File: src/hw/ccs_pkg.sv
package ccs_pkg;
    // Channel-relative register offsets (byte addresses on the local bus)
    localparam logic [3:0]  CCS_OFF_CONTROL   = 4'h0;
    localparam logic [3:0]  CCS_OFF_STATUS    = 4'h4;
    localparam int          CCS_NUM_CHANNELS  = 2;

    // Control register fields
    localparam int CTL_TX_RST      = 0;
    localparam int CTL_RX_RST      = 1;
    localparam int CTL_BYPASS      = 2;
    localparam int CTL_CHAN_IE     = 3;
    localparam int CTL_FORCE_INT   = 4;
    localparam int CTL_WR_DMA_IE   = 5;
    localparam int CTL_RD_DMA_IE   = 6;
    localparam int CTL_TX_URGENT   = 7;
    localparam int CTL_RX_URGENT   = 8;
    localparam int CTL_EXT_LOAD    = 12;
    localparam int CTL_EXT_ENABLE  = 13;
    localparam int CTL_EXT_PATH    = 14;
    localparam int CTL_DIRECTION   = 15;
    localparam logic [31:0] CTL_WRITE_MASK = 32'h0000_F1FF;
    localparam logic [31:0] CTL_RESET      = 32'h0000_0000;

    // Status register fields
    localparam int ST_TX_EMPTY     = 0;
    localparam int ST_TX_AEMPTY    = 1;
    localparam int ST_TX_FULL      = 2;
    localparam int ST_RX_EMPTY     = 4;
    localparam int ST_RX_AFULL     = 5;
    localparam int ST_RX_FULL      = 6;
    localparam int ST_TX_LVL       = 8;
    localparam int ST_RX_LVL       = 9;
    localparam int ST_TX_LVL_LAT   = 10;
    localparam int ST_RX_LVL_LAT   = 11;
    localparam int ST_WR_DMA_ERR   = 12;
    localparam int ST_RD_DMA_ERR   = 13;
    localparam int ST_WR_DMA_INT   = 14;
    localparam int ST_RD_DMA_INT   = 15;
    localparam int ST_TX_IMG_DONE  = 16;
    localparam int ST_RX_IMG_DONE  = 17;
    localparam int ST_RX_OVERFLOW  = 18;
    localparam int ST_TX_UNDERFLOW = 19;
    localparam int ST_RX_IDLE      = 20;
    localparam int ST_TX_IDLE      = 21;
    localparam int ST_BO_IDLE      = 22;
    localparam int ST_BI_IDLE      = 23;
    localparam int ST_EXT_EMPTY    = 24;
    localparam int ST_EXT_AEMPTY   = 25;
    localparam int ST_EXT_AFULL    = 26;
    localparam int ST_EXT_FULL     = 27;
    localparam int ST_DIRECTION    = 28;
    localparam int ST_LOCAL_INT    = 30;
    localparam int ST_INT_STATUS   = 31;
    localparam logic [31:0] ST_STICKY_MASK = 32'h000F_FC00;
    localparam logic [31:0] ST_RESET       = 32'h0000_0000;

    typedef enum logic [1:0] {
        CCS_MV_IDLE  = 2'b00,
        CCS_MV_READ  = 2'b01,
        CCS_MV_WRITE = 2'b11
    } ccs_mover_e;
endpackage : ccs_pkg

File: src/hw/ccs_mover_if.sv
`timescale 1ns/1ps
`default_nettype none
// Loop-back mover handshake between a channel and its mover
interface ccs_mover_if;
    logic enable;
    logic src_empty;
    logic dst_full;
    logic src_read;
    logic dst_write;
    logic busy;
    modport chan  (output enable, output src_empty, output dst_full, input src_read, input dst_write, input busy);
    modport mover (input enable, input src_empty, input dst_full, output src_read, output dst_write, output busy);
endinterface : ccs_mover_if
`default_nettype wire

File: src/hw/ccs_mover.sv
`timescale 1ns/1ps
`default_nettype none
module ccs_mover
    import ccs_pkg::*;
(
    // Clock and reset
    input  wire logic   clk,
    input  wire logic   rst,
    input  wire logic   sm_reset,
    // Buffer handshake
    ccs_mover_if.mover  mv
);
    typedef struct packed {
        ccs_mover_e state;
        logic       rd;
        logic       wr;
    } ccs_mover_s;

    ccs_mover_s st_r, st_nxt;

    always_comb begin
        st_nxt    = st_r;
        st_nxt.rd = 1'b0;
        st_nxt.wr = 1'b0;
        case (st_r.state)
            CCS_MV_IDLE: begin
                if (mv.enable && !mv.src_empty && !mv.dst_full) begin
                    st_nxt.rd    = 1'b1;
                    st_nxt.state = CCS_MV_READ;
                end
            end
            CCS_MV_READ: begin
                // One cycle for the source word to appear before it is written
                st_nxt.wr    = 1'b1;
                st_nxt.state = CCS_MV_WRITE;
            end
            CCS_MV_WRITE: begin
                st_nxt.state = CCS_MV_IDLE;
            end
            default: st_nxt.state = CCS_MV_IDLE;
        endcase
        if (sm_reset) begin
            st_nxt = '{state: CCS_MV_IDLE, rd: 1'b0, wr: 1'b0};
        end
    end

    always_ff @(posedge clk or posedge rst) begin
        if (rst) begin
            st_r <= '{state: CCS_MV_IDLE, rd: 1'b0, wr: 1'b0};
        end else begin
            st_r <= st_nxt;
        end
    end

    assign mv.src_read  = st_r.rd;
    assign mv.dst_write = st_r.wr;
    assign mv.busy      = (st_r.state != CCS_MV_IDLE);
endmodule : ccs_mover
`default_nettype wire

File: src/hw/ccs_channel.sv
`timescale 1ns/1ps
`default_nettype none
module ccs_channel
    import ccs_pkg::*;
(
    // Clock and reset
    input  wire logic        clk,
    input  wire logic        rst,
    // Channel-relative register port
    input  wire logic        reg_wr,
    input  wire logic        reg_rd,
    input  wire logic [3:0]  reg_addr,
    input  wire logic [31:0] reg_wdata,
    output logic      [31:0] reg_rdata,
    // Block events and levels
    input  wire logic [31:0] evt,
    input  wire logic        master_ie,
    input  wire logic        tx_enabled,
    input  wire logic        rx_enabled,
    // Outputs
    output logic      [31:0] ctl,
    output logic             local_int,
    output logic             int_req,
    output logic             tx_boost,
    output logic             rx_boost,
    output logic             loop_rd,
    output logic             loop_wr
);
    typedef struct packed {
        logic [31:0] ctl;
        logic [31:0] sticky;
        logic [31:0] rdata;
        logic        local_int;
        logic        int_req;
        logic        tx_boost;
        logic        rx_boost;
    } ccs_chan_s;

    ccs_chan_s   st_r, st_nxt;
    logic [31:0] status_view;
    logic        sm_reset;

    ccs_mover_if mv ();

    assign sm_reset     = st_r.ctl[CTL_TX_RST] | st_r.ctl[CTL_RX_RST];
    assign mv.enable    = st_r.ctl[CTL_BYPASS] & ~tx_enabled & ~rx_enabled;
    assign mv.src_empty = evt[ST_TX_EMPTY];
    assign mv.dst_full  = evt[ST_RX_FULL];

    ccs_mover u_mover (
        .clk      (clk),
        .rst      (rst),
        .sm_reset (sm_reset),
        .mv       (mv.mover)
    );

    always_comb begin
        logic lint;
        logic dma_int;
        lint    = 1'b0;
        dma_int = 1'b0;
        st_nxt  = st_r;

        // Hardware set wins over a software clear in the same cycle
        if (reg_wr && reg_addr == CCS_OFF_CONTROL) begin
            st_nxt.ctl = reg_wdata & CTL_WRITE_MASK;
        end
        st_nxt.sticky = st_r.sticky;
        if (reg_wr && reg_addr == CCS_OFF_STATUS) begin
            st_nxt.sticky = st_r.sticky & ~(reg_wdata & ST_STICKY_MASK);
        end
        st_nxt.sticky = st_nxt.sticky | (evt & ST_STICKY_MASK);

        // DMA completion flags only count when their enables are set
        dma_int = (st_r.sticky[ST_WR_DMA_INT] & st_r.ctl[CTL_WR_DMA_IE])
                | (st_r.sticky[ST_RD_DMA_INT] & st_r.ctl[CTL_RD_DMA_IE]);
        lint = st_r.ctl[CTL_CHAN_IE] & (st_r.ctl[CTL_FORCE_INT]
             | st_r.sticky[ST_TX_LVL_LAT] | st_r.sticky[ST_RX_LVL_LAT]
             | st_r.sticky[ST_TX_IMG_DONE] | st_r.sticky[ST_RX_IMG_DONE]
             | st_r.sticky[ST_RX_OVERFLOW] | st_r.sticky[ST_TX_UNDERFLOW]);
        st_nxt.local_int = lint;
        st_nxt.int_req   = master_ie & (lint | dma_int);
        st_nxt.tx_boost  = st_r.ctl[CTL_TX_URGENT] & evt[ST_TX_AEMPTY];
        st_nxt.rx_boost  = st_r.ctl[CTL_RX_URGENT] & evt[ST_RX_AFULL];

        st_nxt.rdata = 32'h0000_0000;
        if (reg_rd) begin
            if (reg_addr == CCS_OFF_CONTROL) begin
                st_nxt.rdata = st_r.ctl;
            end else if (reg_addr == CCS_OFF_STATUS) begin
                st_nxt.rdata = status_view;
            end
        end
    end

    // Live bits come straight from the block; spare positions 3, 7, 29 read zero
    always_comb begin
        status_view = (evt & 32'h0FF0_0377) | st_r.sticky;
        status_view[ST_DIRECTION]  = st_r.ctl[CTL_DIRECTION];
        status_view[ST_LOCAL_INT]  = st_r.local_int;
        status_view[ST_INT_STATUS] = st_r.int_req;
    end

    always_ff @(posedge clk or posedge rst) begin
        if (rst) begin
            st_r <= '{ctl: CTL_RESET, sticky: ST_RESET, rdata: 32'h0000_0000,
                      local_int: 1'b0, int_req: 1'b0, tx_boost: 1'b0, rx_boost: 1'b0};
        end else begin
            st_r <= st_nxt;
        end
    end

    assign reg_rdata = st_r.rdata;
    assign ctl       = st_r.ctl;
    assign local_int = st_r.local_int;
    assign int_req   = st_r.int_req;
    assign tx_boost  = st_r.tx_boost;
    assign rx_boost  = st_r.rx_boost;
    assign loop_rd   = mv.src_read;
    assign loop_wr   = mv.dst_write;
endmodule : ccs_channel
`default_nettype wire

File: src/hw/ccs_top.sv
`timescale 1ns/1ps
`default_nettype none
module ccs_top
    import ccs_pkg::*;
#(
    parameter int NCH = CCS_NUM_CHANNELS
)(
    // Clock and reset
    input  wire logic              clk,
    input  wire logic              rst,
    // Register port, one select per channel
    input  wire logic [NCH-1:0]    chan_sel,
    input  wire logic              reg_wr,
    input  wire logic              reg_rd,
    input  wire logic [3:0]        reg_addr,
    input  wire logic [31:0]       reg_wdata,
    output logic      [31:0]       reg_rdata,
    // Block status inputs, per channel, laid out as the status word, plus the shared master enable
    input  wire logic [NCH*32-1:0] chan_events,
    input  wire logic [NCH-1:0]    tx_enabled,
    input  wire logic [NCH-1:0]    rx_enabled,
    input  wire logic              master_ie,
    // Per-channel controls
    output logic      [NCH-1:0]    tx_buffer_reset,
    output logic      [NCH-1:0]    rx_buffer_reset,
    output logic      [NCH-1:0]    pixel_sm_reset,
    output logic      [NCH-1:0]    transmit_dma_priority_boost,
    output logic      [NCH-1:0]    receive_dma_priority_boost,
    output logic      [NCH-1:0]    loop_read,
    output logic      [NCH-1:0]    loop_write,
    // External buffer and transceivers
    output logic      [NCH-1:0]    external_buffer_reset_n,
    output logic      [NCH-1:0]    external_buffer_offset_load,
    output logic      [NCH-1:0]    external_buffer_path_select,
    output logic      [NCH-1:0]    transceiver_transmit,
    // Board level
    output logic      [NCH-1:0]    board_channel_int,
    output logic                   host_int
);
    typedef struct packed {
        logic [31:0]    rdata;
        logic [NCH-1:0] board_int;
        logic           host_int;
    } ccs_top_s;

    ccs_top_s         st_r, st_nxt;
    logic [31:0]      ch_rdata [NCH];
    logic [31:0]      ch_ctl   [NCH];
    logic [NCH-1:0]   ch_lint, ch_ireq, ch_txb, ch_rxb, ch_lrd, ch_lwr;

    for (genvar c = 0; c < NCH; c++) begin : g_chan
        ccs_channel u_chan (
            .clk        (clk),
            .rst        (rst),
            .reg_wr     (reg_wr & chan_sel[c]),
            .reg_rd     (reg_rd & chan_sel[c]),
            .reg_addr   (reg_addr),
            .reg_wdata  (reg_wdata),
            .reg_rdata  (ch_rdata[c]),
            .evt        (chan_events[c*32 +: 32]),
            .master_ie  (master_ie),
            .tx_enabled (tx_enabled[c]),
            .rx_enabled (rx_enabled[c]),
            .ctl        (ch_ctl[c]),
            .local_int  (ch_lint[c]),
            .int_req    (ch_ireq[c]),
            .tx_boost   (ch_txb[c]),
            .rx_boost   (ch_rxb[c]),
            .loop_rd    (ch_lrd[c]),
            .loop_wr    (ch_lwr[c])
        );
        assign tx_buffer_reset[c]             = ch_ctl[c][CTL_TX_RST];
        assign rx_buffer_reset[c]             = ch_ctl[c][CTL_RX_RST];
        assign pixel_sm_reset[c]              = ch_ctl[c][CTL_TX_RST] | ch_ctl[c][CTL_RX_RST];
        assign external_buffer_reset_n[c]     = ch_ctl[c][CTL_EXT_ENABLE];
        assign external_buffer_offset_load[c] = ch_ctl[c][CTL_EXT_LOAD];
        assign external_buffer_path_select[c] = ch_ctl[c][CTL_EXT_PATH];
        assign transceiver_transmit[c]        = ch_ctl[c][CTL_DIRECTION];
        assign transmit_dma_priority_boost[c] = ch_txb[c];
        assign receive_dma_priority_boost[c]  = ch_rxb[c];
        assign loop_read[c]                   = ch_lrd[c];
        assign loop_write[c]                  = ch_lwr[c];
    end

    always_comb begin
        st_nxt           = st_r;
        st_nxt.rdata     = 32'h0000_0000;
        for (int c = 0; c < NCH; c++) begin
            // Channel read data is already registered; unselected channels read zero, so all are ORed
            st_nxt.rdata = st_nxt.rdata | ch_rdata[c];
        end
        st_nxt.board_int = ch_lint;
        st_nxt.host_int  = |ch_ireq;
    end

    always_ff @(posedge clk or posedge rst) begin
        if (rst) begin
            st_r <= '{rdata: 32'h0000_0000, board_int: '0, host_int: 1'b0};
        end else begin
            st_r <= st_nxt;
        end
    end

    assign reg_rdata         = st_r.rdata;
    assign board_channel_int = st_r.board_int;
    assign host_int          = st_r.host_int;
endmodule : ccs_top
`default_nettype wire

File: config.mk
export PLATFORM = sky130hd
export DESIGN_NAME = ccs_top
export DESIGN_NICKNAME = d
export VERILOG_FILES = /design/src/hw/ccs_pkg.sv /design/src/hw/ccs_mover_if.sv /design/src/hw/ccs_mover.sv /design/src/hw/ccs_channel.sv /design/src/hw/ccs_top.sv
export SDC_FILE = /design/constraint.sdc
export NUM_CORES = 1
export LEC_CHECK = 0
export ABC_AREA = 1
export CAP_MARGIN = 0
export CORE_ASPECT_RATIO = 1.75
export CORE_MARGIN = 2
export CORE_UTILIZATION = 48
export DETAILED_ROUTE_END_ITERATION = 6
export DONT_BUFFER_PORTS = 1
export RECOVER_POWER = 25
export SYNTH_ARGS = -nofsm -noshare
export SYNTH_HDL_FRONTEND = slang
export SYNTH_SLANG_ARGS = --single-unit
File: constraint.sdc
create_clock -name clk -period 12.05 [get_ports clk]
set_clock_uncertainty 0.15 [all_clocks]
set_input_delay 1.205 -clock clk [delete_from_list [all_inputs] [get_ports clk]]
set_output_delay 1.205 -clock clk [all_outputs]
set_load 0.1 [all_outputs]
==> results.toml <==
[sta]
fin_crit_sh_pct = 32.2
fin_crit_ns = 3.88
finalSetupTns_ns = 0
max_clock_freq_mhz = 258
drv_slew = 78
setup-violations-final = 0
fin_ws_ns = 8.17
rsz0062_at_grt = "false"
holdWs_ns = 0.220
slew_headroom_pct = -114
worst_pin_slew_ns = 3.20
hold_viol = 0

[yosys]
synth_area_leaders = "dfrtp_1 66%, nand2_1 6.1%, inv_1 3.8%"
avgSynthCellArea_um2 = 10.4
syn_nets = 685
synth_ff_type = "dfrtp_1"
yosysMostFrequentCell = "dfrtp_1"
yosys_warnings = 0
seq_area_frac_synth_pct = 66.0
syn_area_mm2 = 0.00599
netlist_instances = 574
synth_top_area_share_pct = 66.0
synth_seq_cells = 158
synthTopCellsByCount = "158 x dfrtp_1, 97 x nand2_1, 60 x inv_1"
synthArstFlopShare_pct = 100
yosysTopAreaCell = "dfrtp_1"
synth-edff-count = 0
yosysUniqueCellTypes = 23

[flow_run]
maxCapViolCount = 1

[setup_path]
path_cells = "clkinvlp_2 > buf_4"
crit_required_ns = 12.29
critical_path_class = "input pin to async pin"
r2r-end = "g_chan[1].u_chan.u_mover.st_r[2]"
critical_path.top_delay_family = "buffers and inverters"
setup.worst_path.start_class = "input pin"
end_kind = "async pin"
r2r-start = "g_chan[1].u_chan.ctl[1]"
cp.arrival_ns = 4.12
crit_path_top_delay_cell = "clkinvlp_2"
worstPathMaxFanout = 82
r2r_slack_ns = 9.59
ff2ff_path_depth = 5
critPathBufInv = 2
slowest_delay_ns = 1.76

[detailed_routing]
ant_nets = 0
top_layer_used = "met4"
drtIter0Drc = 163
route.vias.total = 3684
drcViolationCount = 0
wl_per_cell_um = 17.1
first_pass_iters = 5
routed_wl_um = 12500
dr_wl_met3_um = 742
met1Wirelength_um = 4920
wl_met2_um = 6720
vias_per_cell = 5.02

[clock_tree]
cts_made_buffers = 17
path_clk_slew_ns = 0.06
cts_tree = "built"
ctsResizeCount = 0
post_cts_buffers = 0
cts.path.max_buffers = 2
insertion_delay_ns = 0.42
htreeDepth = 4
clock-sinks = 158
cts_hold_buf = 0
root_buffer = "clkbuf_16"

[pwr]
pwr-share-clk_pct = 39.8
pwr-share-seq_pct = 54.1
intPower_uw = 875
swShare_pct = 32.3
vdd_drop_max_uv = 123
p_leak_nw = 3.35
switchingPower_uw = 418
power_frac_comb_pct = 6.1
p_per_area_mw_per_mm2 = 199

[place]
dpl.hpwl_um = 8450
dp_slack_ns = 8.71
io_buffers = 0
routabilityCongestion = 0.766
dpl-instance-area_mm2 = 0.00594

[die]
io_pins = 168
core_mm2 = 0.0123
die_height_um = 152
fp-row-count = 54
start_util_pct = 48.7
die_area_mm2 = 0.0134
fp.dieW_um = 88.5

[worst_hold_path]
hold_path_startpoint = "g_chan[1].u_chan.local_int"
hp-class = "register to register"
whs_path_depth = 0
holdPathEnd = "board_channel_int[1]"

[grt]
track_usage_pct = 19.9
grt_pass1_vias = 3854
grt_max_degree = 83
antenna_found_initial = 0
grt_pass1_wl_um = 19600
grt_overflow = 0

[cells_and_area]
nets = 664
finalInstanceArea_mm2 = 0.00651
syn_to_final_growth_pct = 8.63
diodes = 0
nFillCells = 1175
drive_gt1_share_pct = 13.6

[outcome]
outcome = "finished with violations"
violations = "capacitance limit, slew limit"
-- cells in the final DEF, fill, tap and decap left out, types with 2 or more instances in the layout --
master / Yosys / routed
nor2_4: 4 / 4
a21oi_1: 23 / 23
inv_1: 60 / 59
clkbuf_16: 0 / 17
clkinv_4: 0 / 2
o21bai_1: 14 / 14
clkinv_2: 0 / 2
clkinvlp_4: 0 / 2
dfrtp_1: 158 / 158
nor2_1: 54 / 54
o21ai_0: 30 / 30
nand3b_2: 2 / 2
inv_6: 0 / 4
nor3_1: 19 / 19
or2_2: 32 / 32
nand2_1: 97 / 97
o21a_1: 8 / 8
inv_8: 0 / 2
nand2_4: 2 / 2
nand3_1: 24 / 24
buf_4: 26 / 3
-- worst max-delay path by stage --
stage | cells after the start | endpoint | start | slack, ns
finish | 2 | g_chan[0].u_chan.rx_boost | rst | 8.17
global route | 2 | reg_rdata[1] | rst | 7.44
CTS | 2 | pixel_sm_reset[1] | g_chan[1].u_chan.ctl[1] | 8.43
detailed placement | 5 | g_chan[1].u_chan.ctl[13] | reg_addr[3] | 8.71
global placement | 5 | g_chan[1].u_chan.ctl[13] | reg_addr[3] | 8.72
floorplan | 1 | board_channel_int[0] | rst | 6.43
-- through the flow --
| stage | std cells | power, mW | utilization [%] |
|---|---|---|---|
| CTS | 734 | 1.31 | 53.0 |
| finish | 734 | 1.29 | 52.9 |
| global placement | 702 | 0.788 | 48.3 |
| detailed placement | 702 | 0.791 | 48.3 |
| global route | 734 | 1.35 | 52.9 |
| floorplan | 574 | 0.788 | - |
-- power groups by stage --
stage	Clock (mW)	Combinational, mW	Sequential, mW
floorplan	0	0.174	0.615
global placement	0	0.0791	0.709
detailed placement	0	0.0810	0.710
CTS	0.526	0.0813	0.700
global route	0.553	0.0892	0.703
finish	0.515	0.0790	0.699
-- layout make-up --
type / instances / area (um^2) / area share (%)
timing repair buffer: 3 / 22.5 / 0.346
clock buffer: 19 / 443 / 6.81
sequential: 158 / 3950 / 60.8
inverter: 61 / 230 / 3.54
clock inverter: 13 / 130 / 2.00
multi-input combinational: 312 / 1520 / 23.3
tap: 168 / 210 / 3.23
-- kinds of logic (layout without fill, tap and decap cells) --
kind of cell           after synthesis  count (layout)  synth area share (%)
and+or+nand+nor                    235             235                  18.0
DFF                                158             158                  66.0
buffers and inverters              104              96                  8.67
AOI/OAI and AO/OA                   76              76                  7.27
other                                1               1                0.0626
-- layer usage --
layer  GRT usage, %  vias to the layer above
li1               -                     1728
met1           23.0                     1825
met4           7.42                        0
met5              0                        -
met3           6.07                       10
met2           34.3                      121
-- state kept, by name, indices dropped and copies added (netlist names), 2 cells and up --
| register | cells |
|---|---|
| g_chan.u_chan.int_req | 2 |
| g_chan.u_chan.u_mover.mv.src_read | 2 |
| g_chan.u_chan.tx_boost | 2 |
| g_chan.u_chan.reg_rdata | 62 |
| board_channel_int | 2 |
| g_chan.u_chan.ctl | 26 |
| g_chan.u_chan.u_mover.st_r | 4 |
| g_chan.u_chan.u_mover.mv.dst_write | 2 |
| g_chan.u_chan.local_int | 2 |
| g_chan.u_chan.rx_boost | 2 |
| g_chan.u_chan.st_r | 20 |
| reg_rdata | 31 |
(Power assumes the default switching activity.)
